## config.mk

```make
export PLATFORM = sky130hd
export DESIGN_NAME = iwd_ctrl
export DESIGN_NICKNAME = d
export VERILOG_FILES = /design/src/core/iwd_pkg.sv /design/src/core/iwd_ctrl.sv
export VERILOG_INCLUDE_DIRS = /design/src /design/src/core
export SDC_FILE = /design/constraint.sdc
export NUM_CORES = 1
export LEC_CHECK = 0
export BUFFER_PORTS_ARGS = -buffer_cell sky130_fd_sc_hd__buf_2
export CAP_MARGIN = 20
export CORE_MARGIN = 4
export CORE_UTILIZATION = 51
export CTS_CLUSTER_SIZE = 30
export DETAILED_ROUTE_END_ITERATION = 16
export GPL_TIMING_DRIVEN = 0
export HOLD_SLACK_MARGIN = 0.1
export PLACE_DENSITY = 0.79
export SLEW_MARGIN = 20
export SYNTH_ARGS = -nofsm -noshare
export SYNTH_HDL_FRONTEND = slang
export SYNTH_SLANG_ARGS = --single-unit
```

## constraint.sdc

```tcl
create_clock -name pclk -period 2.3 [get_ports pclk]
set_input_delay 0.115 -clock pclk [delete_from_list [all_inputs] [get_ports pclk]]
set_output_delay 0.115 -clock pclk [all_outputs]
set_load 0.005 [all_outputs]
```

## src/core/iwd_map.svh

```systemverilog
`ifndef IWD_MAP_SVH
`define IWD_MAP_SVH
`define IWD_OFF_MAIN 12'h000
`define IWD_OFF_XFER 12'h004
`define IWD_OFF_STAT 12'h008
`define IWD_MAIN_RESET 32'h00000000
`define IWD_XFER_RESET 32'h00000000
`define IWD_MAIN_WMASK 32'h00ffdfff
`define IWD_XFER_WMASK 32'h07ffffff
`define IWD_LOCK_MASK 32'h00021f00
`define IWD_B_EN 0
`define IWD_B_TXIE 1
`define IWD_B_RXIE 2
`define IWD_B_ADIE 3
`define IWD_B_NKIE 4
`define IWD_B_SPIE 5
`define IWD_B_TRANSFER_DONE_IRQ_ENABLE 6
`define IWD_B_ERIE 7
`define IWD_B_DNF_LO 8
`define IWD_B_DNF_HI 11
`define IWD_B_ANALOG_FILTER_OFF 12
`define IWD_B_DTX 14
`define IWD_B_DRX 15
`define IWD_B_SBC 16
`define IWD_B_SS 17
`define IWD_B_WAKE 18
`define IWD_B_GC 19
`define IWD_B_HA 20
`define IWD_B_DA 21
`define IWD_B_ALT 22
`define IWD_B_PEC 23
`define IWD_ADDR_GC 7'h00
`define IWD_ADDR_HOST 7'h08
`define IWD_ADDR_DEF 7'h61
`define IWD_OSC_WAIT 8'h08
`endif

```

## src/core/iwd_pkg.sv

```systemverilog
package iwd_pkg;
  typedef enum logic [2:0] {
    IWD_AWAKE, IWD_IDLE, IWD_OSC_UP, IWD_ADDR, IWD_HOLD
  } iwd_sleep_e;
  typedef struct packed {
    logic rx_full;
    logic tx_empty;
    logic stop_seen;
    logic count_reload;
    logic transfer_done;
    logic addr_match;
    logic not_ack;
  } iwd_events_s;
  typedef struct packed {
    logic bus_error;
    logic arbitration_loss;
    logic over_under_run;
    logic checksum_mismatch;
    logic timeout;
  } iwd_faults_s;
endpackage : iwd_pkg

```

## src/core/iwd_ctrl.sv

```systemverilog
`timescale 1ns/1ns
`include "iwd_map.svh"
module iwd_ctrl
  import iwd_pkg::*;
#(
  parameter bit FIRST_INSTANCE = 1'b1
) (
  input wire logic pclk,
  input wire logic presetn,
  input wire logic psel,
  input wire logic penable,
  input wire logic pwrite,
  input wire logic [11:0] paddr,
  input wire logic [31:0] pwdata,
  output logic [31:0] prdata,
  output logic pready,
  output logic pslverr,
  input wire iwd_events_s events,
  input wire iwd_faults_s faults,
  input wire logic addr_match_clear,
  input wire logic deep_sleep,
  input wire logic kernel_is_fast_osc,
  input wire logic osc_ready,
  input wire logic start_seen,
  input wire logic [6:0] rx_addr,
  input wire logic addr_valid,
  input wire logic core_halted,
  input wire logic debug_freeze_select,
  input wire logic alert_pin_in,
  input wire logic scl_in,
  output logic osc_request,
  output logic wake_request,
  output logic scl_hold_low,
  output logic special_addr_ack,
  output logic dma_tx_req,
  output logic dma_rx_req,
  output logic event_irq,
  output logic alert_pin_out,
  output logic alert_pin_oe,
  output logic alert_seen_flag,
  output logic timeout_run,
  output logic [31:0] control_bits
);
  logic [31:0] main_reg;
  logic [31:0] xfer_reg;
  logic [1:0] alert_sync_reg;
  logic alert_last_reg;
  logic [1:0] scl_sync_reg;
  logic [1:0] osc_sync_reg;
  logic tx_last_reg;
  logic rx_last_reg;
  logic [7:0] osc_cnt_reg;
  iwd_sleep_e sleep_state_reg;
  logic acc;
  logic setup;
  logic wr;
  logic [31:0] wr_main;
  logic alert_level;
  logic host_mode;
  logic addr_hit;
  logic ev_term;
  logic err_term;

  // apb access decode, zero wait states
  assign acc = psel && penable;
  assign wr = acc && pwrite;
  assign setup = psel && !penable;
  assign host_mode = main_reg[`IWD_B_HA];

  // lock fields while enabled, wake bit only with filter zero
  // the filter, analog filter and stretch fields keep their value while enabled,
  // so software cannot change the line conditioning under a live transfer
  always_comb begin
    wr_main = (pwdata & `IWD_MAIN_WMASK) | (main_reg & ~`IWD_MAIN_WMASK);
    if (main_reg[`IWD_B_EN]) begin
      wr_main = (wr_main & ~`IWD_LOCK_MASK) | (main_reg & `IWD_LOCK_MASK);
    end
    if (!FIRST_INSTANCE || wr_main[`IWD_B_DNF_HI:`IWD_B_DNF_LO] != 4'h0) begin
      wr_main[`IWD_B_WAKE] = 1'b0;
    end
  end

  // control_main register, written through the lock mask
  always_ff @(posedge pclk or negedge presetn) begin
    if (!presetn) begin
      main_reg <= `IWD_MAIN_RESET;
    end else if (wr && paddr == `IWD_OFF_MAIN) begin
      main_reg <= wr_main;
    end
  end

  // control_transfer register, plain storage, only read back over apb
  always_ff @(posedge pclk or negedge presetn) begin
    if (!presetn) begin
      xfer_reg <= `IWD_XFER_RESET;
    end else if (wr && paddr == `IWD_OFF_XFER) begin
      xfer_reg <= pwdata & `IWD_XFER_WMASK;
    end
  end

  // answer in the cycle after setup, never a wait state
  always_ff @(posedge pclk or negedge presetn) begin
    if (!presetn) begin
      pready <= 1'b0;
    end else begin
      pready <= setup;
    end
  end

  // error answer for offsets that hold no register
  always_ff @(posedge pclk or negedge presetn) begin
    if (!presetn) begin
      pslverr <= 1'b0;
    end else begin
      pslverr <= setup && paddr != `IWD_OFF_MAIN && paddr != `IWD_OFF_XFER &&
                 paddr != `IWD_OFF_STAT;
    end
  end

  // read mux, captured in the setup cycle; unmapped offsets read zero
  always_ff @(posedge pclk or negedge presetn) begin
    if (!presetn) begin
      prdata <= 32'h00000000;
    end else if (setup) begin
      case (paddr)
        `IWD_OFF_MAIN: prdata <= main_reg;
        `IWD_OFF_XFER: prdata <= xfer_reg;
        `IWD_OFF_STAT: prdata <= {19'h00000, alert_seen_flag, faults, events};
        default: prdata <= 32'h00000000;
      endcase
    end else begin
      prdata <= 32'h00000000;
    end
  end

  // alert pin synchroniser, idles high like the pulled-up line
  always_ff @(posedge pclk or negedge presetn) begin
    if (!presetn) begin
      alert_sync_reg <= 2'h3;
    end else begin
      alert_sync_reg <= {alert_sync_reg[0], alert_pin_in};
    end
  end

  // bus clock synchroniser, idles high like the pulled-up line
  always_ff @(posedge pclk or negedge presetn) begin
    if (!presetn) begin
      scl_sync_reg <= 2'h3;
    end else begin
      scl_sync_reg <= {scl_sync_reg[0], scl_in};
    end
  end

  // oscillator ready synchroniser, the ready comes from another clock
  always_ff @(posedge pclk or negedge presetn) begin
    if (!presetn) begin
      osc_sync_reg <= 2'h0;
    end else begin
      osc_sync_reg <= {osc_sync_reg[0], osc_ready};
    end
  end

  // previous alert level for the falling edge detector
  always_ff @(posedge pclk or negedge presetn) begin
    if (!presetn) begin
      alert_last_reg <= 1'b1;
    end else begin
      alert_last_reg <= alert_level;
    end
  end

  // alert line forced high unless host alert enabled
  assign alert_level = (main_reg[`IWD_B_ALT] && host_mode) ? alert_sync_reg[1] : 1'b1;

  // alert flag: set beats clear
  // a clear that meets a new edge loses, so no alert is ever dropped
  always_ff @(posedge pclk or negedge presetn) begin
    if (!presetn) begin
      alert_seen_flag <= 1'b0;
    end else if (alert_last_reg && !alert_level) begin
      alert_seen_flag <= 1'b1;
    end else if (wr && paddr == `IWD_OFF_STAT && pwdata[19]) begin
      alert_seen_flag <= 1'b0;
    end
  end

  // alert pin level: only ever pulls the line low
  always_ff @(posedge pclk or negedge presetn) begin
    if (!presetn) begin
      alert_pin_out <= 1'b1;
    end else begin
      alert_pin_out <= 1'b0;
    end
  end

  // alert pin drive in device mode
  always_ff @(posedge pclk or negedge presetn) begin
    if (!presetn) begin
      alert_pin_oe <= 1'b0;
    end else begin
      alert_pin_oe <= main_reg[`IWD_B_ALT] && !host_mode;
    end
  end

  // special address matching
  // only the fixed bus addresses are decoded here, own addresses live elsewhere
  assign addr_hit = (main_reg[`IWD_B_GC] && rx_addr == `IWD_ADDR_GC) ||
                    (main_reg[`IWD_B_HA] && rx_addr == `IWD_ADDR_HOST) ||
                    (main_reg[`IWD_B_DA] && rx_addr == `IWD_ADDR_DEF);

  always_ff @(posedge pclk or negedge presetn) begin
    if (!presetn) begin
      special_addr_ack <= 1'b0;
    end else begin
      special_addr_ack <= addr_valid && main_reg[`IWD_B_EN] && addr_hit;
    end
  end

  // dma write request, one pulse per rising transmit flag
  always_ff @(posedge pclk or negedge presetn) begin
    if (!presetn) begin
      tx_last_reg <= 1'b0;
      dma_tx_req <= 1'b0;
    end else begin
      tx_last_reg <= events.tx_empty;
      dma_tx_req <= main_reg[`IWD_B_DTX] && events.tx_empty && !tx_last_reg;
    end
  end

  // dma read request, one pulse per rising receive flag
  always_ff @(posedge pclk or negedge presetn) begin
    if (!presetn) begin
      rx_last_reg <= 1'b0;
      dma_rx_req <= 1'b0;
    end else begin
      rx_last_reg <= events.rx_full;
      dma_rx_req <= main_reg[`IWD_B_DRX] && events.rx_full && !rx_last_reg;
    end
  end

  // event and error interrupt terms
  // levels, not edges: the line stays up until the flag or enable drops
  assign ev_term = (events.rx_full && main_reg[`IWD_B_RXIE]) ||
                   (events.tx_empty && main_reg[`IWD_B_TXIE]) ||
                   (events.stop_seen && main_reg[`IWD_B_SPIE]) ||
                   (events.addr_match && main_reg[`IWD_B_ADIE]) ||
                   (events.not_ack && main_reg[`IWD_B_NKIE]) ||
                   ((events.count_reload || events.transfer_done) && main_reg[`IWD_B_TRANSFER_DONE_IRQ_ENABLE]);
  assign err_term = main_reg[`IWD_B_ERIE] && ((|faults) || alert_seen_flag);

  always_ff @(posedge pclk or negedge presetn) begin
    if (!presetn) begin
      event_irq <= 1'b0;
    end else begin
      event_irq <= ev_term || err_term;
    end
  end

  // timeout counter enable under debug halt
  // freezing keeps a breakpoint from turning into a false bus timeout
  always_ff @(posedge pclk or negedge presetn) begin
    if (!presetn) begin
      timeout_run <= 1'b1;
    end else begin
      timeout_run <= !(core_halted && debug_freeze_select);
    end
  end

  // control field outputs for the transfer engine
  always_ff @(posedge pclk or negedge presetn) begin
    if (!presetn) begin
      control_bits <= 32'h00000000;
    end else begin
      control_bits <= main_reg;
    end
  end

  // deep sleep wakeup sequencer
  // armed only while asleep with wake enabled and the fast oscillator as source;
  // the oscillator must be counted stable before the address is sampled,
  // otherwise the first address bits would be clocked by a ramping clock
  always_ff @(posedge pclk or negedge presetn) begin
    if (!presetn) begin
      sleep_state_reg <= IWD_AWAKE;
      osc_cnt_reg <= 8'h00;
    end else begin
      case (sleep_state_reg)
        IWD_AWAKE: begin
          if (deep_sleep && main_reg[`IWD_B_WAKE] && kernel_is_fast_osc) begin
            sleep_state_reg <= IWD_IDLE;
          end
        end
        IWD_IDLE: begin
          if (!deep_sleep || !main_reg[`IWD_B_WAKE] || !kernel_is_fast_osc) begin
            sleep_state_reg <= IWD_AWAKE;
          end else if (start_seen) begin
            sleep_state_reg <= IWD_OSC_UP;
            osc_cnt_reg <= 8'h00;
          end
        end
        IWD_OSC_UP: begin
          if (osc_sync_reg[1] && osc_cnt_reg >= `IWD_OSC_WAIT) begin
            sleep_state_reg <= IWD_ADDR;
          end else if (osc_sync_reg[1]) begin
            osc_cnt_reg <= osc_cnt_reg + 8'h01;
          end
        end
        IWD_ADDR: begin
          if (addr_valid && events.addr_match && main_reg[`IWD_B_ADIE]) begin
            sleep_state_reg <= IWD_HOLD;
          end else if (addr_valid) begin
            sleep_state_reg <= IWD_IDLE;
          end
        end
        IWD_HOLD: begin
          if (addr_match_clear || !events.addr_match) begin
            sleep_state_reg <= IWD_AWAKE;
          end
        end
        default: sleep_state_reg <= IWD_AWAKE;
      endcase
    end
  end

  // oscillator request from start until wake or mismatch
  always_ff @(posedge pclk or negedge presetn) begin
    if (!presetn) begin
      osc_request <= 1'b0;
    end else begin
      osc_request <= sleep_state_reg == IWD_OSC_UP || sleep_state_reg == IWD_ADDR ||
                     sleep_state_reg == IWD_HOLD;
    end
  end

  // wake request, first instance only
  always_ff @(posedge pclk or negedge presetn) begin
    if (!presetn) begin
      wake_request <= 1'b0;
    end else begin
      wake_request <= sleep_state_reg == IWD_HOLD && FIRST_INSTANCE;
    end
  end

  // bus clock stretch while the oscillator starts and while the core wakes
  always_ff @(posedge pclk or negedge presetn) begin
    if (!presetn) begin
      scl_hold_low <= 1'b0;
    end else begin
      scl_hold_low <= sleep_state_reg == IWD_OSC_UP ||
                      (sleep_state_reg == IWD_HOLD && !addr_match_clear);
    end
  end
endmodule : iwd_ctrl

```

* After elaboration in Yosys (flattened, before gate mapping)
Index checks and enable logic that the tools add are counted.
** Storage, ports and cells
- Input bits :: 78
- Register bits :: 154
- Word-level logic and storage cells :: 140
- Output and inout bits :: 77
** Cells by class
- Reductions and logical operators :: 73
- Equal/unequal tests :: 19
- Order comparisons :: 1
- Bitwise logic cells :: 2
- Add/sub/neg operators :: 1
- Mux-type cells :: 20
** Operators with widths (number)
- 32-bit case mux with 3 select lines :: 1
- 32-bit 2-to-1 mux :: 2
- 1-bit logical AND :: 36
- 8-bit 2-to-1 mux :: 4
- 24-bit by 32-bit bitwise OR with 32-bit output :: 1
- 32-bit by 18-bit bitwise OR with 32-bit output :: 1
- 3-bit 2-to-1 mux :: 7
- 1-bit logical OR :: 16
- 8-bit case mux with 2 select lines :: 1
- 3-bit case mux with 5 select lines :: 1
- 2-bit != test (second input constant) :: 7
- 12-bit by 3-bit == test with 1-bit output (second input constant) :: 1
- 12-bit by 4-bit == test with 1-bit output (second input constant) :: 1
- 12-bit logical NOT :: 1
- 12-bit by 3-bit != test with 1-bit output (second input constant) :: 1
- 12-bit by 4-bit != test with 1-bit output (second input constant) :: 1
- 12-bit nonzero test :: 1
- 1-bit logical NOT :: 11
- 5-bit AND reduction :: 2
- 8-bit by 1-bit adder with 8-bit output (second input constant) :: 1
- 8-bit by 4-bit >= comparator with 1-bit output (second input constant) :: 1
- 7-bit by 4-bit == test with 1-bit output (second input constant) :: 1
- 7-bit == test (second input constant) :: 1
- 7-bit logical NOT :: 1
- 9 further kinds :: 15

* Depth between registers and ports, before layout
Gate-level depths: netlist of the first run.
- Word-level depth :: 7
- Gate-level depth with buffers :: 5
- Gate-level depth less buffers :: 4

* Least setup slack after synthesis of the first run
Ideal clock, no wire load.
- Path type :: input to register
- From :: input paddr[9]
- To :: register xfer_reg[10]
- Stages :: 4
- Setup slack :: 0.395 ns
- Arrival time :: 1.780 ns
- Required time :: 2.175 ns
- Path buffers :: 1
- Setup time :: 0.125 ns
- Cell sequence :: or4_4 nor4_4 buf_8 mux2_4
** Between the ends
- Word-level cells in the longest chain between the ends :: 2
** RTL lines
- from (decl) :: RTL line iwd_ctrl.sv:13 : input wire logic [11:0] paddr,
- 12-bit by 3-bit == test with 1-bit output
- 1-bit logical AND (no source line)
- to (signal assigned) :: RTL line iwd_ctrl.sv:95 : xfer_reg <= `IWD_XFER_RESET;
- to (signal assigned) :: RTL line iwd_ctrl.sv:97 : xfer_reg <= pwdata & `IWD_XFER_WMASK;
- to (decl) :: RTL line iwd_ctrl.sv:45 : logic [31:0] xfer_reg;
Every way passes these cells.
A chain may end at the register's enable or synchronous reset.

* Worst setup path in the final report of the first run
- From :: register main_reg[3]
- To :: register event_irq
** Between the ends
- Word-level cells in the longest chain between the ends :: 5
** RTL lines
- from (decl) :: RTL line iwd_ctrl.sv:44 : logic [31:0] main_reg;
- from (signal assigned) :: RTL line iwd_ctrl.sv:86 : main_reg <= `IWD_MAIN_RESET;
- from (signal assigned) :: RTL line iwd_ctrl.sv:88 : main_reg <= wr_main;
- 1-bit logical AND :: RTL line iwd_ctrl.sv:246 : (events.addr_match && main_reg[`IWD_B_ADIE]) ||
- 1-bit logical OR (3 in a row) :: RTL line iwd_ctrl.sv:243 : assign ev_term = (events.rx_full && main_reg[`IWD_B_RXIE]) ||
- 1-bit logical OR :: RTL line iwd_ctrl.sv:255 : event_irq <= ev_term || err_term;
- to (signal assigned) :: RTL line iwd_ctrl.sv:255
- to (decl) :: RTL line iwd_ctrl.sv:37 : output logic event_irq,
Every way passes these cells.

==> flow_summary.toml, run 1 <==
[grt]
grt_remaining_overflow = 0
antenna_found_initial = 0
grt_pass1_vias = 4274
grt_first_pass_wirelength_microns = 21370
track_usage = 0.2367
grt_start_max_net_pins = 83

[worst_setup_path]
crit_top_cell = "dlygate4sd3_1"
cp.required_ps = 2690
path_class = "reg -> reg"
cp-end-kind = "flop"
start_kind = "flop"
slowest_delay_ps = 610
crit_arrival_ps = 2650
slowest_stage = "dlygate4sd3_1"
worstPathCellList = "a222oi_1 > dlygate4sd3_1 > nand4_1 > dlygate4sd3_1"
crit_fanout = 6

[finish]
n_fill_cell = 615
antenna_cells = 0
nets = 694
final_area_sq_um = 7597
syn2layout_area_growth_pct = 44.37
drive_gt1_frac = 0.4083

[yosys]
synth_async_sr_flop_share = 1.000
netlist_top_cells_count = "dfrtp_1 (126), mux2_2 (30), mux2i_1 (26)"
synthAdderAreaFrac = 0.004755
yosysTopAreaCell = "dfrtp_1"
synth.top_cell.area_share = 0.5991
synth.most_common_cell = "dfrtp_1"
ys_warn_count = 0
synthSimpleGateAreaFrac = 0.1113
avgSynthCellArea_sq_um = 14.11
synthTopCellsByArea = "dfrtp_1 (60%), mux2_2 (6.4%), mux2_4 (5.7%)"
synth_edf_count = 0
syn-instance-count = 373
synthMuxAreaShare = 0.1707
synth-seq-cells = 131
synth_area_sq_um = 5263
synth_ff_type = "dfrtp_1"
synth_compound_area_frac = 0.04922
ys_seq_area_frac = 0.6241
synth-xor-area-share = 0
synth_cell_type_count = 51
synth_top_family_by_area = "multiplexers"

[sta]
post-route-period-util = 0.9812
report.final.slew_viol_count = 0
fin_skew_ps = 6.990
tightest_slew_ps = 845.6
layout_min_cycle_time_ps = 2257
finalSetupViolCount = 0
fmax_ghz = 0.4431
slew_headroom = 0.4310
rsz0062_at_grt = "no"
hold_violations = 0

[placement]
hpwl_microns = 8737
routabilityCongestion = 0.8575
dpl-instance-area_sq_um = 6186
port_buffers = 134

[detailed_routing]
drt_pass1_iterations = 4
wl_microns = 13380
drt_iter0_drc = 216
ant_nets = 0
vias = 3898
post_drt_wl_per_cell_microns = 17.61
drc = 0
via_per_inst = 5.129

[power]
comb_power_share = 0.062
p_clk_frac = 0.529
finalPower_uw = 5701
p_seq_frac = 0.409
leakage_uw = 0.003977
intPower_uw = 4543
netSwitchingPower_uw = 1158
switching_share = 0.2031
vdd_drop_max_mv = 0.3964
pwr_density_cell_nw_per_um2 = 750.5

[clocking]
clockBufferDepth = 2
cts-buffers-inserted = 17
clkLatencyLatePin_ps = 520
cts_tree = "yes"
clock_sinks = 131
cts-root-buf = "clkbuf_8"
clk_pin_slew_ps = 60
htreeDepth = 4

[run]
cap_violations = 0

[hold_path]
hp-class = "in -> async"

[floorplanning]
num_rows = 36
die_area_sq_um = 12010
start_util = 0.5311
die_w_microns = 109.6
coreArea_sq_um = 9910
die_y_microns = 109.6
io_pins = 155

[run_status]
status = "finished, final reports clean"
[per-stage QoR]
stage	setup TNS (ps)	worst slack (ps)	utilization	instances	hold WS, ps
final	0	43.19	0.7667	760	107.3
after global routing	0	0.6386	0.7667	760	142.9
after CTS	0	32.13	0.7576	752	106.0
after detailed placement	-187.4	-14.91	0.6242	655	95.16
after global placement	-58250	-470.3	0.6208	654	219.7
after floorplan	0	394.9	-	387	-180.6
[kinds of logic (layout without fill, tap and decap cells)]
kind of cell	after synthesis	in the layout
flip-flops	131	131
AND/OR/NAND/NOR	97	97
multiplexers	76	76
AO/OA/AOI/OAI	34	34
buffers and inverters	32	272
adder cells (fa/ha/maj)	2	2
other	1	15
[cells in the final DEF, fill, tap and decap left out, types with 2 or more instances in the layout]
| cell type | n |
|---|---|
| a2bb2oi_1 | 13 |
| and2_1 | 6 |
| and3_1 | 6 |
| buf_1 | 2 |
| buf_2 | 133 |
| buf_4 | 22 |
| buf_6 | 2 |
| buf_8 | 2 |
| bufinv_16 | 6 |
| clkbuf_1 | 5 |
| clkbuf_16 | 16 |
| clkbuf_8 | 3 |
| clkinv_2 | 2 |
| clkinvlp_4 | 4 |
| conb_1 | 15 |
| dfrtp_1 | 125 |
| dfstp_2 | 5 |
| dlygate4sd3_1 | 65 |
| ha_1 | 2 |
| inv_1 | 6 |
| mux2_2 | 30 |
| mux2_4 | 20 |
| mux2i_1 | 26 |
| nand2_1 | 10 |
| nand2b_1 | 3 |
| nand3_1 | 4 |
| nand3b_1 | 2 |
| nand4_1 | 9 |
| nor2_1 | 17 |
| nor2b_1 | 5 |
| nor3_1 | 14 |
| nor4_1 | 4 |
| nor4_4 | 3 |
| nor4b_1 | 3 |
| o21ai_0 | 7 |
| or4_1 | 2 |
| or4_4 | 2 |
[final timing paths]
check / start / endpoint / slack [ps] / cells after the start
min reg2reg: osc_sync_reg[0] / osc_sync_reg[1] / 350 / 0
max: main_reg[3] / event_irq / 40 / 4
max reg2reg: main_reg[3] / event_irq / 40 / 4
min in group pclk: paddr[3] / pslverr / 140 / 5
max in group asynchronous: presetn / alert_sync_reg[1] / 1430 / 3
min: presetn / osc_sync_reg[1] / 110 / 2
[power groups by stage]
| stage | Sequential [uW] | Clock [uW] | Combinational (uW) |
|---|---|---|---|
| floorplan | 2370 | 0 | 107 |
| global placement | 2370 | 0 | 254 |
| detailed placement | 2370 | 0 | 268 |
| CTS | 2330 | 3050 | 349 |
| global route | 2330 | 3160 | 393 |
| finish | 2330 | 3010 | 354 |
[metal layers]
metal | track usage | part of all wire | vias to the layer above
li1 | - | - | 1803
met1 | 0.2904 | 0.41 | 1937
met2 | 0.4045 | 0.51 | 133
met3 | 0.05344 | 0.055 | 25
met4 | 0.09706 | 0.026 | 0
met5 | 0 | 0 | -
[area by class of cell]
class | count | area [sq um] | area share
tap | 133 | 166.4 | 0.02190
multi-input combinational | 224 | 1839 | 0.2421
clock inverter | 13 | 229.0 | 0.03014
inverter | 6 | 22.52 | 0.002964
timing repair buffer | 208 | 1428 | 0.1879
buffer | 26 | 185.2 | 0.02437
clock buffer | 19 | 441.7 | 0.05814
sequential | 131 | 3286 | 0.4325
[what timing repair did]
action | 4_1_cts | 5_1_grt
gates resized for setup | 0 | 5
hold buffers | 65 | 0
endpoints found under the setup margin | 0 | 41
endpoints found under the hold margin | 203 | 0
setup buffers | 0 | 8
[critical path: cells and delay by family, from the launching register on]
| family | cells | cell delay, ps |
|---|---|---|
| buffers and inverters | 2 | 1190 |
| flip-flops | 1 | 440 |
| AO/OA/AOI/OAI | 1 | 390 |
| AND/OR/NAND/NOR | 1 | 110 |
No activity file was read; power rests on OpenSTA's default activity.
==> run 2, diff against run 1 <==
--- a/config.mk
+++ b/config.mk
@@ -8,6 +8,7 @@
 export LEC_CHECK = 0
 export BUFFER_PORTS_ARGS = -buffer_cell sky130_fd_sc_hd__buf_2
 export CAP_MARGIN = 20
+export CORE_ASPECT_RATIO = 0.75
 export CORE_MARGIN = 4
 export CORE_UTILIZATION = 51
 export CTS_CLUSTER_SIZE = 30
==> run 2 against run 1 <==
  * First-iteration DRC count is 18% higher
  * Global-route usage is 0.49 points higher
  * Clock skew is 1.2 ps lower
  * Combinational power is 5.6% lower
  * Final cell count is 3.6% lower
  * Fmax is 2.6% higher
  * Non-clock buffer count is 26 lower
  * Critical path depth is 1 higher
  * Clock power is 7.6% lower
  * Setup slack better by 56 ps
  * Sequential power hardly changed
  * Design area is 4.4% lower
==> flow_summary.toml, run 2 (synthesis results as in run 1) <==
[run_status]
status = "finished, final reports clean"

[floorplanning]
die_area_sq_um = 12020
start_util = 0.5342
coreArea_sq_um = 9852
die_w_microns = 125.3
io_pins = 155
num_rows = 31
die_y_microns = 95.97

[detailed_routing]
drt_pass1_iterations = 4
ant_nets = 0
drt_iter0_drc = 254
vias = 3874
drc = 0
wl_microns = 14050
via_per_inst = 5.285
post_drt_wl_per_cell_microns = 19.17

[worst_setup_path]
cp-end-kind = "flop"
timing.rr.start = "main_reg[0]"
slowest_delay_ps = 600
path_class = "reg -> reg"
ff2ff_setup_slack_ps = 100
crit_arrival_ps = 2540
worstPathCellList = "nand2_1 > nor4_1 > dlygate4sd3_1 > and3_1 > dlygate4sd3_1"
worst_r2r_endpoint = "special_addr_ack"
slowest_stage = "dlygate4sd3_1"
crit_fanout = 7
cp.required_ps = 2640
start_kind = "flop"
crit_top_cell = "dlygate4sd3_1"
rr_worst_depth = 5

[sta]
slew_headroom = 0.4070
post-route-period-util = 0.9567
fin_skew_ps = 5.830
layout_min_cycle_time_ps = 2200
hold_slack_ps = 109.8
finalSetupViolCount = 0
report.final.slew_viol_count = 0
hold_violations = 0
tightest_slew_ps = 881.4
fmax_ghz = 0.4545
setup_ws_ps = 99.66
rsz0062_at_grt = "no"

[finish]
final_cell_mix = "buf_2 (133), dfrtp_1 (126), dlygate4sd3_1 (47)"
nets = 668
layout_commonest_cell = "buf_2"
multi_input_area_sq_um = 1824
n_fill_cell = 611
seqCellArea_sq_um = 3284
antenna_cells = 0
syn2layout_area_growth_pct = 38.06
drive_gt1_frac = 0.4060

[grt]
track_usage = 0.2415
antenna_found_initial = 0
grt_pass1_vias = 4031
grt_remaining_overflow = 0
grt_start_max_net_pins = 71
grt_first_pass_wirelength_microns = 21960

[placement]
port_buffers = 134
routabilityCongestion = 0.8454
post-place-ws_ps = -66.89
hpwl_microns = 9170

[power]
pwr_density_cell_nw_per_um2 = 749.6
vdd_drop_max_mv = 0.6073
leakage_uw = 0.003827

[clocking]
clkLatencyLatePin_ps = 410
cts-root-buf = "clkbuf_16"
cts-buffers-inserted = 17
cts_resized = 0
clockBufferDepth = 2
clock_sinks = 131
htreeDepth = 4
cts_tree = "yes"
clk_pin_slew_ps = 60

[hold_path]
holdPathStages = 4
hp-class = "in -> reg"
min_from = "paddr[0]"
hold_path_end = "alert_seen_flag"

[run]
cap_violations = 0
[run 2: cell types whose count changed in the layout (fill, tap and decap cells not counted), moves of 2 or more]
| cell | previous run | this run |
|---|---|---|
| buf_4 | 22 | 15 |
| bufinv_16 | 6 | 3 |
| dlygate4sd3_1 | 65 | 47 |
| clkbuf_1 | 5 | 7 |
[run 2: layout make-up]
type,instances,area share
buffer,26,0.02531
clock buffer,20,0.06286
clock inverter,12,0.02118
inverter,6,0.003100
multi-input combinational,224,0.2511
sequential,131,0.4520
tap,132,0.02273
timing repair buffer,182,0.1617
[run 2: power by group]
group | internal, uW | switching, uW | leakage [uW] | total (uW)
Sequential | 2320 | 7.59 | 0.00177 | 2330
Combinational | 163 | 171 | 0.00176 | 334
Clock | 1760 | 1020 | 0.000293 | 2780
Total | 4250 | 1190 | 0.00383 | 5450
[run 2: worst max-delay path by stage]
stage / start / endpoint / slack (ps) / cells past startpoint
global placement: presetn / pslverr / -520 / 1
detailed placement: paddr[9] / main_reg[16] / -70 / 5
CTS: main_reg[0] / special_addr_ack / 220 / 5
global route: main_reg[0] / special_addr_ack / 10 / 5
floorplan: paddr[9] / xfer_reg[10] / 390 / 4
finish: main_reg[0] / special_addr_ack / 100 / 5
[run 2: stage by stage]
step                TNS [ps]  total power (uW)    util  cell area (sq um)  cells
global route               0              5634  0.7375               7266    733
floorplan                  0              2480       -               5315    387
detailed placement    -651.9              2643  0.6278               6185    654
CTS                        0              5461  0.7375               7266    733
finish                     0              5446  0.7375               7266    733
global placement      -64940              2628  0.6243               6151    653
[run 2: metal layers]
metal  up-vias  global-route usage  wire length, microns
li1       1748                   -                     -
met1      1939              0.3355                  6391
met2       160              0.3761                  6533
met3        27             0.05768                   803
met4         0             0.09025                   325
met5         -                   0                     0
[run 2: critical path: cells and delay by family, from the launching register on]
kind / cells / cell delay (ps)
flip-flops: 1 / 490
AND/OR/NAND/NOR: 3 / 490
buffers and inverters: 2 / 1160
[run 2: what timing repair did]
item | 4_1_cts | 5_1_grt
setup buffers | 0 | 0
endpoints found under the hold margin | 125 | 0
hold buffers | 47 | 0
==> run 3, diff against run 2 <==
--- a/config.mk
+++ b/config.mk
@@ -8,14 +8,17 @@
 export LEC_CHECK = 0
 export BUFFER_PORTS_ARGS = -buffer_cell sky130_fd_sc_hd__buf_2
 export CAP_MARGIN = 20
+export CELL_PAD_IN_SITES_DETAIL_PLACEMENT = 0
+export CELL_PAD_IN_SITES_GLOBAL_PLACEMENT = 1
 export CORE_ASPECT_RATIO = 0.75
 export CORE_MARGIN = 4
-export CORE_UTILIZATION = 51
+export CORE_UTILIZATION = 41
 export CTS_CLUSTER_SIZE = 30
 export DETAILED_ROUTE_END_ITERATION = 16
 export GPL_TIMING_DRIVEN = 0
 export HOLD_SLACK_MARGIN = 0.1
-export PLACE_DENSITY = 0.79
+export MAX_ROUTING_LAYER = met4
+export PLACE_DENSITY_LB_ADDON = 0.1
 export SLEW_MARGIN = 20
 export SYNTH_ARGS = -nofsm -noshare
 export SYNTH_HDL_FRONTEND = slang
==> run 3 against run 2 <==
  * Hold slack better by 23 ps
  * Design area grew 0.91%
  * Critical path type unchanged
  * Largest cell class unchanged
  * Core utilization down 15 points
==> flow_summary.toml, run 3 (synthesis results as in run 1) <==
[grt]
grt_pass1_vias = 3947
antenna_found_initial = 0
grt_first_pass_wirelength_microns = 21190
grt_start_max_net_pins = 75
grt_remaining_overflow = 0
track_usage = 0.1913

[sta]
report.final.slew_viol_count = 0
setup_tns_ps = 0
fmax_ghz = 0.4661
hold_violations = 0
post-route-period-util = 0.9329
layout_min_cycle_time_ps = 2146
tightest_slew_ps = 930.1
rsz0062_at_grt = "no"
slew_headroom = 0.3753
fin_skew_ps = 9.266
finalSetupViolCount = 0

[worst_setup_path]
crit_arrival_ps = 2490
slowest_delay_ps = 570
timing.rr.start = "main_reg[0]"
slowest_stage = "dlygate4sd3_1"
worstPathCellList = "nand2_1 > nor4_1 > dlygate4sd3_1 > and3_1 > dlygate4sd3_1"
path_class = "reg -> reg"
critPathLaunch = "main_reg[0]"
crit_fanout = 7
crit_top_cell = "dlygate4sd3_1"
start_kind = "flop"
cp.required_ps = 2640
cp-end-kind = "flop"

[detailed_routing]
drt_pass1_iterations = 4
drc = 0
post_drt_wl_per_cell_microns = 17.00
wl_microns = 13010
drt_iter0_drc = 144
vias = 3724
ant_nets = 0
via_per_inst = 4.868

[floorplanning]
start_util = 0.4231
die_w_microns = 138.8
io_pins = 155
coreArea_sq_um = 12440
die_y_microns = 106.1
die_area_sq_um = 14730
num_rows = 35

[placement]
routabilityCongestion = 0.7884
hpwl_microns = 9169
dpl-instance-area_sq_um = 6231
port_buffers = 134

[finish]
final_area_sq_um = 7332
syn2layout_area_growth_pct = 39.32
drive_gt1_frac = 0.4073
antenna_cells = 0
final_cell_mix = "buf_2 (133), dfrtp_1 (126), dlygate4sd3_1 (45)"
nets = 666
layout_commonest_cell = "buf_2"
n_fill_cell = 1072

[clocking]
clk_pin_slew_ps = 60
postCtsSetupRepairBufs = 0
clockBufferDepth = 2
htreeDepth = 4
clkLatencyLatePin_ps = 410
clock_sinks = 131
cts-root-buf = "clkbuf_16"
cts-buffers-inserted = 17
cts_tree = "yes"

[power]
leakage_uw = 0.003841
pwr_density_cell_nw_per_um2 = 765.0
vdd_drop_max_mv = 0.6726
finalPower_uw = 5609

[hold_path]
hp-class = "in -> reg"
min_from = "paddr[10]"

[run]
cap_violations = 0

[run_status]
status = "finished, final reports clean"
==> run 3: metrics by stage <==
step / hold slack (ps) / setup WS [ps] / instances / util
2_1_floorplan: -180.6 / 394.9 / 387 / -
3_3_place_gp: 228.6 / -576.2 / 687 / 0.4980
3_5_place_dp: 69.58 / -81.40 / 688 / 0.5010
4_1_cts: 108.6 / 155.9 / 765 / 0.5895
5_1_grt: 152.4 / 71.31 / 765 / 0.5895
6_report: 132.3 / 154.4 / 765 / 0.5895
==> run 3: area by class of cell <==
type,count,area [sq um],share of cell area
flip-flops and latches,131,3284,0.4480
multi-input cells,224,1824,0.2488
repair buffers,180,1159,0.1580
clock buffers,19,442.9,0.06041
clock inverters,13,207.7,0.02833
well taps,166,207.7,0.02833
plain buffers,26,183.9,0.02509
inverters,6,22.52,0.003072
==> run 3: path summary, 6_finish.rpt <==
| kind | cells past startpoint | end | slack, ps |
|---|---|---|---|
| worst max-delay path | 5 | special_addr_ack | 150 |
| worst min-delay path | 4 | pslverr | 130 |
| worst max register to register | 5 | special_addr_ack | 150 |
| worst min register to register | 0 | osc_sync_reg[1] | 350 |
| max in group asynchronous | 3 | alert_sync_reg[1] | 1340 |
| min in group asynchronous | 2 | sleep_state_reg[2] | 220 |
==> run 3: repair_timing <==
action                                  in CTS  in global routing
endpoints found under the setup margin       0                  0
hold buffers                                45                  0
gates resized for setup                      0                  0
hold endpoints to repair                   193                  0
==> run 3: power by group <==
| part | internal, uW | switching (uW) |
|---|---|---|
| combinational | 162 | 165 |
| clock | 1950 | 997 |
| sequential | 2330 | 7.20 |
| total | 4440 | 1170 |
==> run 3: per-layer routing <==
metal,track usage,routed length [microns]
met5,-,0
met4,0.04818,125
met3,0.05396,679
met2,0.2841,5808
met1,0.2623,6392
==> run 3: critical path: cells and delay by family (launching register included) <==
| kind | cells | cell delay, ps |
|---|---|---|
| flip-flops | 1 | 530 |
| AND/OR/NAND/NOR | 3 | 440 |
| buffers and inverters | 2 | 1110 |
